--- config.mk ---
export PLATFORM = sky130hd
export DESIGN_NAME = csc_config_regs
export DESIGN_NICKNAME = d
export VERILOG_FILES = /design/src/include/csc_pkg.sv /design/src/csc_config_regs.sv /design/src/csc_settle_timer.sv
export VERILOG_INCLUDE_DIRS = /design/src /design/src/include
export SDC_FILE = /design/constraint.sdc
export NUM_CORES = 1
export LEC_CHECK = 0
export ABC_AREA = 1
export CAP_MARGIN = 20
export CORE_ASPECT_RATIO = 1.25
export CORE_UTILIZATION = 36
export CTS_BUF_LIST = sky130_fd_sc_hd__clkbuf_4 sky130_fd_sc_hd__clkbuf_8
export DETAILED_ROUTE_END_ITERATION = 7
export DONT_BUFFER_PORTS = 1
export PLACE_DENSITY_LB_ADDON = 0.05
export SLEW_MARGIN = 20
export SYNTH_ARGS = -nofsm -noshare
export SYNTH_HDL_FRONTEND = slang
export SYNTH_HIERARCHICAL = 1
export SYNTH_SLANG_ARGS = --single-unit
--- constraint.sdc ---
create_clock -name clk_in -period 7.19 [get_ports clk_in]
set_input_delay 0.3595 -clock clk_in [delete_from_list [all_inputs] [get_ports clk_in]]
set_output_delay 0.3595 -clock clk_in [all_outputs]
set_load 0.01 [all_outputs]
--- src/include/csc_params.svh ---
// Summary of operation
// Writing one to the soft-reset bit resets every register, then the bit self-clears.
// Reset completes within 750 ns; host starts no transaction meanwhile.
// Streaming address steps down when direction bit is zero, up when one; resets one.
// Serial-output flag always reads one; read data leaves only on the serial output.
// Mode field: 0 normal (reset value), 3 power-down; 1 and 2 reserved.
// Device-class bits 3:0 are read-only and return a fixed converter code.
// Address-freeze bit holds the address constant during streaming, overriding direction.
// Writes to read-only fields leave their returned values unchanged.
`ifndef CSC_PARAMS_SVH
`define CSC_PARAMS_SVH

// ==========================================================================
// Register addresses
`define CSC_ADDR_IFCFG    15'h0000
`define CSC_ADDR_OPMODE   15'h0002
`define CSC_ADDR_DEVCLS   15'h0003
`define CSC_ADDR_HOLD     15'h0010

// ==========================================================================
// Field positions
`define CSC_SOFT_RST_BIT  7
`define CSC_ASCEND_BIT    5
`define CSC_SDO_FLAG_BIT  4
`define CSC_HOLD_BIT      0
`define CSC_IFCFG_WMASK   8'h6F
`define CSC_MODE_MSB      1

// ==========================================================================
// Reset values and encodings
`define CSC_IFCFG_RST     8'h30
`define CSC_OPMODE_RST    8'h00
`define CSC_HOLD_RST      8'h00
`define CSC_DEVCLS_HI_RST 4'h0
`define CSC_MODE_NORMAL   2'h0
`define CSC_MODE_RSVD1    2'h1
`define CSC_MODE_RSVD2    2'h2
`define CSC_MODE_PDN      2'h3
// Arbitrary device-class code, not tied to any real part
`define CSC_DEVCLS_CODE   4'hA

// ==========================================================================
// Serial framing
`define CSC_HDR_LAST      4'hF
`define CSC_BYTE_LAST     4'h7
`define CSC_RW_BIT        14

// ==========================================================================
// Timing
`define CSC_SETTLE_NS     750
`define CSC_CLK_PERIOD_NS 20
// Rounded down so the port is live again inside the promised settling window
`define CSC_SETTLE_CYC    (`CSC_SETTLE_NS / `CSC_CLK_PERIOD_NS)

`endif

--- src/include/csc_pkg.sv ---
package csc_pkg;

   // ========================================================================
   // Types
   typedef enum logic [3:0] {
      CSC_ST_IDLE = 4'h1,
      CSC_ST_HDR  = 4'h2,
      CSC_ST_DATA = 4'h4,
      CSC_ST_DROP = 4'h8
   } csc_state_t;

   typedef struct packed {
      logic cs_n;
      logic sclk;
      logic sdi;
   } csc_spi_in_t;

   typedef struct packed {
      logic [7:0] ifcfg;
      logic [7:0] opmode;
      logic [3:0] devcls_hi;
      logic [7:0] hold;
   } csc_regs_t;

   typedef struct packed {
      csc_state_t  state;
      csc_regs_t   regs;
      logic        sclk_q;
      logic [15:0] shift;
      logic [3:0]  bitcnt;
      logic        rd;
      logic [14:0] addr;
      logic        sdo;
   } csc_main_t;

   typedef struct packed {
      logic [7:0] count;
   } csc_tmr_t;

endpackage : csc_pkg

--- src/csc_config_regs.sv ---
`timescale 1ns/10ps
`default_nettype none
`include "csc_params.svh"

module csc_config_regs #(
   parameter int unsigned SETTLE_CYCLES = `CSC_SETTLE_CYC
) (
   // Clock, reset, enable
   input  wire logic                 clk_in,
   input  wire logic                 rst_in,
   input  wire logic                 ce_in,
   // Serial control port
   input  wire csc_pkg::csc_spi_in_t spi_in,
   output logic                      spi_sdo_out,
   // Chip control
   output logic [1:0]                mode_out,
   output logic                      power_down_out,
   output logic                      soft_reset_busy_out
);

   // Power-up and soft-reset image of the whole engine
   localparam csc_pkg::csc_main_t MAIN_RST = '{
      state:  csc_pkg::CSC_ST_IDLE,
      regs:   '{ifcfg: `CSC_IFCFG_RST, opmode: `CSC_OPMODE_RST,
                devcls_hi: `CSC_DEVCLS_HI_RST, hold: `CSC_HOLD_RST},
      sclk_q: 1'b0,
      shift:  16'h0000,
      bitcnt: 4'h0,
      rd:     1'b0,
      addr:   15'h0000,
      sdo:    1'b0
   };

   csc_pkg::csc_main_t s_r;
   csc_pkg::csc_main_t s_nxt;
   // Soft-reset strobe and settling status
   logic               srst_now;
   logic               busy;

   // ========================================================================
   // Read view of the register map. Unmapped addresses read zero. The flag
   // bit is forced here rather than stored, so no write can ever clear it,
   // and the class code is a constant, so no write can ever reach it.
   function automatic logic [7:0] read_reg(input csc_pkg::csc_regs_t r,
                                           input logic [14:0] a);
      logic [7:0] d;
      d = 8'h00;
      case (a)
         `CSC_ADDR_IFCFG: begin
            d = r.ifcfg & `CSC_IFCFG_WMASK;
            d[`CSC_SDO_FLAG_BIT] = 1'b1;
         end
         `CSC_ADDR_OPMODE: d = r.opmode;
         `CSC_ADDR_DEVCLS: d = {r.devcls_hi, `CSC_DEVCLS_CODE};
         `CSC_ADDR_HOLD:   d = r.hold;
         default:          d = 8'h00;
      endcase
      return d;
   endfunction : read_reg

   // ========================================================================
   // Next streaming address. Freeze beats direction; the address simply
   // wraps at either end of the address space.
   function automatic logic [14:0] step_addr(input csc_pkg::csc_regs_t r,
                                             input logic [14:0] a);
      logic [14:0] n;
      n = a;
      if (r.hold[`CSC_HOLD_BIT]) begin
         n = a;
      end else if (r.ifcfg[`CSC_ASCEND_BIT]) begin
         n = a + 15'h0001;
      end else begin
         n = a - 15'h0001;
      end
      return n;
   endfunction : step_addr

   // ========================================================================
   // Serial engine and register writes
   // A frame is cs_n low, sixteen header bits (read flag, then a 15-bit
   // address), then whole bytes, most significant bit first. The serial clock
   // is oversampled by clk_in, so each serial level must last at least one
   // clk_in period or an edge is lost. Read bits launch on the clk_in edge
   // after a serial fall and hold to the next fall, which gives the host a
   // serial half period, less up to one clk_in period, of setup before its sampling rise. The address
   // steps after every byte unless frozen, so a stream simply walks on past the end of the
   // map and reads zeros there.
   always_comb begin
      logic       rise;
      logic       fall;
      logic [7:0] wd;
      logic [1:0] mode_w;
      rise     = spi_in.sclk & ~s_r.sclk_q;
      fall     = ~spi_in.sclk & s_r.sclk_q;
      wd       = {s_r.shift[6:0], spi_in.sdi};
      mode_w   = 2'h0;
      s_nxt    = s_r;
      srst_now = 1'b0;
      s_nxt.sclk_q = spi_in.sclk;
      // Settling window ignores the port entirely and poisons the open frame
      if (busy) begin
         s_nxt        = MAIN_RST;
         s_nxt.state  = csc_pkg::CSC_ST_DROP;
         s_nxt.sclk_q = spi_in.sclk;
      end else if (spi_in.cs_n) begin
         // Deselect ends any frame, a dropped one too, and parks the output low
         s_nxt.state  = csc_pkg::CSC_ST_IDLE;
         s_nxt.bitcnt = 4'h0;
         s_nxt.sdo    = 1'b0;
      end else begin
         case (s_r.state)
            // First selected cycle enters the header; bits count on serial rises
            csc_pkg::CSC_ST_IDLE, csc_pkg::CSC_ST_HDR: begin
               s_nxt.state = csc_pkg::CSC_ST_HDR;
               if (rise) begin
                  s_nxt.shift  = {s_r.shift[14:0], spi_in.sdi};
                  s_nxt.bitcnt = s_r.bitcnt + 4'h1;
                  if (s_r.bitcnt == `CSC_HDR_LAST) begin
                     s_nxt.state  = csc_pkg::CSC_ST_DATA;
                     s_nxt.bitcnt = 4'h0;
                     s_nxt.rd     = s_r.shift[`CSC_RW_BIT];
                     s_nxt.addr   = {s_r.shift[13:0], spi_in.sdi};
                     s_nxt.shift  = {8'h00, read_reg(s_r.regs, s_nxt.addr)};
                  end
               end
            end
            // Write bytes commit on the eighth rise; a byte cut short is lost
            csc_pkg::CSC_ST_DATA: begin
               // Read bits leave only on the dedicated output
               if (fall && s_r.rd) begin
                  s_nxt.sdo   = s_r.shift[7];
                  s_nxt.shift = {s_r.shift[14:0], 1'b0};
               end
               if (rise) begin
                  if (!s_r.rd) begin
                     s_nxt.shift = {s_r.shift[14:0], spi_in.sdi};
                  end
                  s_nxt.bitcnt = s_r.bitcnt + 4'h1;
                  if (s_r.bitcnt == `CSC_BYTE_LAST) begin
                     s_nxt.bitcnt = 4'h0;
                     s_nxt.addr   = step_addr(s_r.regs, s_r.addr);
                     if (s_r.rd) begin
                        s_nxt.shift = {8'h00, read_reg(s_r.regs, s_nxt.addr)};
                     end else begin
                        case (s_r.addr)
                           `CSC_ADDR_IFCFG: begin
                              if (wd[`CSC_SOFT_RST_BIT]) begin
                                 srst_now = 1'b1;
                              end
                              // Flag bit stays out of storage
                              s_nxt.regs.ifcfg = (wd & `CSC_IFCFG_WMASK)
                                 | (s_r.regs.ifcfg & ~`CSC_IFCFG_WMASK);
                           end
                           `CSC_ADDR_OPMODE: begin
                              // Reserved mode codes keep the old mode
                              mode_w = wd[`CSC_MODE_MSB:0];
                              s_nxt.regs.opmode[7:`CSC_MODE_MSB+1] = wd[7:`CSC_MODE_MSB+1];
                              if (mode_w == `CSC_MODE_NORMAL ||
                                  mode_w == `CSC_MODE_PDN) begin
                                 s_nxt.regs.opmode[`CSC_MODE_MSB:0] = mode_w;
                              end
                           end
                           `CSC_ADDR_DEVCLS: begin
                              s_nxt.regs.devcls_hi = wd[7:4];
                           end
                           `CSC_ADDR_HOLD: s_nxt.regs.hold = wd;
                           default: s_nxt.regs = s_r.regs;
                        endcase
                     end
                  end
               end
            end
            csc_pkg::CSC_ST_DROP: begin
               // Bits after a soft reset belong to a dead frame; wait for deselect
               s_nxt.state = csc_pkg::CSC_ST_DROP;
            end
            default: s_nxt.state = csc_pkg::CSC_ST_IDLE;
         endcase
      end
      // Whole-chip reset wins over everything written in this cycle; the edge
      // history keeps tracking the pin so no false edge follows the reset
      if (srst_now) begin
         s_nxt        = MAIN_RST;
         s_nxt.state  = csc_pkg::CSC_ST_DROP;
         s_nxt.sclk_q = spi_in.sclk;
      end
   end

   // ========================================================================
   // State register; ce_in low freezes everything, edge history included,
   // so a pause cannot fake a serial edge
   always_ff @(posedge clk_in) begin
      if (rst_in) begin
         s_r <= MAIN_RST;
      end else if (ce_in) begin
         s_r <= s_nxt;
      end
   end

   // ========================================================================
   // Settle timer: the soft reset bit never lands in storage, so it self-clears
   // and the port stays deaf until the count runs out
   csc_settle_timer #(
      .CYCLES (SETTLE_CYCLES)
   ) u_settle (
      .clk_in   (clk_in),
      .rst_in   (rst_in),
      .ce_in    (ce_in),
      .start_in (srst_now),
      .busy_out (busy)
   );

   // ========================================================================
   // Outputs. Power-down is decoded from the stored field, so it never
   // disagrees with mode_out.
   assign spi_sdo_out         = s_r.sdo;
   assign mode_out            = s_r.regs.opmode[`CSC_MODE_MSB:0];
   assign power_down_out      = (s_r.regs.opmode[`CSC_MODE_MSB:0] == `CSC_MODE_PDN);
   assign soft_reset_busy_out = busy;

endmodule : csc_config_regs
`default_nettype wire

--- src/csc_settle_timer.sv ---
`timescale 1ns/10ps
`default_nettype none
`include "csc_params.svh"

module csc_settle_timer #(
   parameter int unsigned CYCLES = `CSC_SETTLE_CYC
) (
   // Clock and control
   input  wire logic clk_in,
   input  wire logic rst_in,
   input  wire logic ce_in,
   // Soft reset request and status
   input  wire logic start_in,
   output logic      busy_out
);

   csc_pkg::csc_tmr_t s_r;
   csc_pkg::csc_tmr_t s_nxt;

   // ========================================================================
   // Countdown; holds the block in reset until the settle time has passed
   always_comb begin
      s_nxt = s_r;
      if (start_in) begin
         s_nxt.count = 8'(CYCLES);
      end else if (s_r.count != 8'h00) begin
         s_nxt.count = s_r.count - 8'h01;
      end
   end

   always_ff @(posedge clk_in) begin
      if (rst_in) begin
         s_r <= '{count: 8'h00};
      end else if (ce_in) begin
         s_r <= s_nxt;
      end
   end

   assign busy_out = (s_r.count != 8'h00);

endmodule : csc_settle_timer
`default_nettype wire
==> impl_metrics.csv <==
group,metric,value,unit
clocking,clk_pin_slew_worst_paths,80,ps
place,gp_congestion,0.886,
power,p_int,1.10,mW
sta,hold_viol,0,
die,die_h,146,um
hold_path,min_path_cells,1,
sta,layout_min_cycle_time,3420,ps
clocking,clk_latency,390,ps
power,power.leakage,2.54,nW
power,p_comb_share,58.9,%
clocking,tritoncts,"done",
power,p_clk_share,14.2,%
drt,via_count,6154,
sta,whs,35.9,ps
yosys,syn_inst,954,
worst_setup_path,timing.rr.start,"s_r[63]",
sta,finalSetupTns,0,ps
place,dpl.hpwl,14800,um
drt,drt-initial-drc-count,426,
die,coreArea,16100,um^2
run,max_cap_viol_count,0,
die,initial_utilization,36.8,%
power,power.density,386,nW/um^2
clocking,cts_sinks,75,
global_routing,grt_use_total,24.8,%
power,switching_power,1.32,mW
clocking,ctsResizeCount,0,
sta,layout_setup_ws,3770,ps
worst_setup_path,r2r_slack,3770,ps
die,die_area,17000,um^2
die,fp.dieW,117,um
cells_and_area,final_core_util,38.9,%
cells_and_area,stdcell_count,1159,
worst_setup_path,slowest_delay,460,ps
place,place_inst,1143,
worst_setup_path,cp.arrival,3730,ps
global_routing,grt_max_degree,47,
yosys,ys_types,54,
cells_and_area,fin_nets,964,
yosys,yosys.area.top_type,"dfxtp_1",
cells_and_area,diodes,0,
global_routing,grt.overflow.total,0,
drt,wl_per_cell,17.1,um
drt,drc,0,
place,port-buffer-count,0,
power,pwr-share-seq,26.9,%
worst_setup_path,reg2reg_to,"s_r[28]",
drt,dr.pass1.iters,5,
clocking,numCtsBuffers,9,
worst_setup_path,critical-path-top-delay-family,"simple AND/OR/NAND/NOR gates",
yosys,ys_ff_latch,75,
yosys,seq_area_frac_synth,25.3,%
sta,post-route-period-util,47.5,%
yosys,syn_nets,980,
clocking,clockBufferDepth,2,
status,status,"finished clean",
sta,relSlewSlack,44.6,%
sta,worst_pin_slew,831,ps
yosys,synth_area,5940,um^2
global_routing,grt_pass1_vias,6064,
clocking,hold_buffers,0,
sta,fmax,293,MHz
worst_setup_path,reg2reg_depth,20,
die,top_level_ports,11,
die,rows,52,
worst_setup_path,path_class,"reg2reg",
global_routing,grt_pass1_wl,32200,um
hold_path,min-delay-start,"rst_in",
worst_setup_path,critPathMostFrequentCell,"nand2_1",
clocking,htreeDepth,3,
yosys,synthFlopType,"dfxtp_1",
power,switching_share,54.5,%
clocking,root_buffer,"clkbuf_8",
sta,setup_viol,0,
place,pre_cts_slack,3830,ps
sta,final_max_slew_viol_count,0,
sta,rsz0062_at_grt,"false",
power,vdd_drop_max,0.148,mV
worst_setup_path,worst_setup_path_start_kind,"flop",
cells_and_area,drive_gt1_share,7.95,%
worst_setup_path,path_cells,"inv_1, ha_1, nand2_1, inv_1, nand3_1, nand2_1, nand2_1, nand2_1, nand2_1, nand3_1, nand2_1, nand2_1, nor2_4, and2_1, nand3_1, nand4_1, nand2_1, nand2_1, nand2_1, a21oi_1",
drt,detail-route-antenna-nets,0,
drt,routed_wl,19800,um
sta,clock_skew,16.0,ps
yosys,synth_area_leaders,"dfxtp_1, nand2_1, inv_1",
worst_setup_path,worst_setup_path_end_kind,"flop",
worst_setup_path,slowest_stage,"inv_1",
yosys,syn-mean-instance-area,6.23,um^2
hold_path,min_to,"u_settle/s_r[2]",
drt,vias_per_cell,5.31,
worst_setup_path,path_buf_inv,2,
yosys,synth_warnings,6,
clocking,postCtsSetupRepairBufs,0,
worst_setup_path,critical_path.max_fanout,17,
worst_setup_path,crit_required,7500,ps
yosys,async_flop_share,0,%
yosys,synth_top_area_share,25.3,%
global_routing,antenna_found_initial,0,
hold_path,hp-class,"in2reg",
yosys,synth-edff-count,0,
cells_and_area,syn2layout_area_growth,5.60,%
-- cell families after synthesis --
family	count (synthesis)	share of synthesized area [%]
AO/OA/AOI/OAI	215	21.1
XOR/XNOR	4	0.590
adder cells (fa/ha/maj)	20	4.34
buffers and inverters	170	11.5
flip-flops	75	25.3
AND/OR/NAND/NOR	470	37.1
-- routing by layer --
layer  track usage, %  routed length [um]
met1             30.5                8740
met2             42.4                9920
met3             3.92                 616
met4             10.0                 529
met5                0                   0
-- worst register-to-register path: stages, from the launching register on --
cell     delay [ps]
dfxtp_1         340
inv_1           460
ha_1            430
nand2_1         140
inv_1            50
nand3_1          90
nand2_1         100
nand2_1         110
nand2_1          60
nand2_1          60
nand3_1          90
nand2_1         140
nand2_1         100
nor2_4          360
and2_1          330
nand3_1         100
nand4_1         120
nand2_1          70
nand2_1          60
nand2_1          50
a21oi_1         110
-- layout make-up --
type,instances,area (um^2)
fillers,1852,9860
multi-input cells,709,3750
flip-flops and latches,75,1500
inverters,142,543
well taps,216,270
clock buffers,10,131
clock inverters,6,66.3
repair buffers,1,7.51
-- power groups by stage --
stage	combinational (mW)	clock (mW)	sequential, mW
2_1_floorplan	1.16	0	0.597
3_3_place_gp	1.42	0	0.662
3_5_place_dp	1.42	0	0.659
4_1_cts	1.42	0.356	0.651
5_1_grt	1.60	0.372	0.668
6_report	1.42	0.344	0.652
-- placed cells by master (no fill, tap or decap), types with 3 or more instances in the layout --
cell | Yosys | layout
clkbuf_8 | 0 | 9
a21oi_1 | 85 | 85
nor2_4 | 9 | 9
inv_1 | 125 | 125
a211oi_1 | 14 | 14
nor3_1 | 10 | 10
o211ai_1 | 4 | 4
a221oi_1 | 5 | 5
dfxtp_1 | 75 | 75
o22ai_1 | 13 | 13
nand3_1 | 70 | 70
o221ai_1 | 5 | 5
o21ai_0 | 63 | 63
ha_1 | 19 | 19
nor2_1 | 91 | 91
nor2_2 | 8 | 8
nand2_2 | 7 | 7
nand2_1 | 225 | 225
clkinv_1 | 3 | 3
nand3b_1 | 3 | 3
and2_1 | 3 | 3
nand4_1 | 25 | 25
a31oi_1 | 8 | 8
clkinvlp_4 | 0 | 3
inv_2 | 11 | 11
nor4_1 | 4 | 4
o21ai_1 | 4 | 4
xor2_1 | 4 | 4
-- through the flow --
step | power, mW | cell area (um^2)
2_1_floorplan | 1.76 | 5940
3_3_place_gp | 2.08 | 6080
3_5_place_dp | 2.07 | 6080
4_1_cts | 2.43 | 6270
5_1_grt | 2.64 | 6270
6_report | 2.42 | 6270
-- worst max-delay path by stage --
stage,endpoint,depth (start not counted),start
finish,s_r[28],20,s_r[63]
global route,s_r[24],19,s_r[63]
CTS,s_r[24],20,s_r[63]
detailed placement,s_r[28],20,s_r[63]
global placement,s_r[24],20,s_r[63]
floorplan,s_r[26],17,s_r[63]
-- cells in the mapped netlist, drive strengths merged (3+ instances only) --
cell type and count:
buf 13, inv 138, dfxtp 75, xor2 4, nor4 5, clkinv 4
nand3 73, o22ai 13, nand4 25, nand3b 3, nor2 110, o21ai 67
nor3 13, a21oi 86, and2 3, nand2 234, a221oi 5, o221ai 5
clkbuf 15, o211ai 4, a211oi 16, ha 19, a31oi 8
-- registers in the layout (all words and copies together), names as in the netlist --
signal        count
mode_out          2
spi_sdo_out       1
s_r              64
u_settle/s_r      8
(Power assumes the default switching activity.)
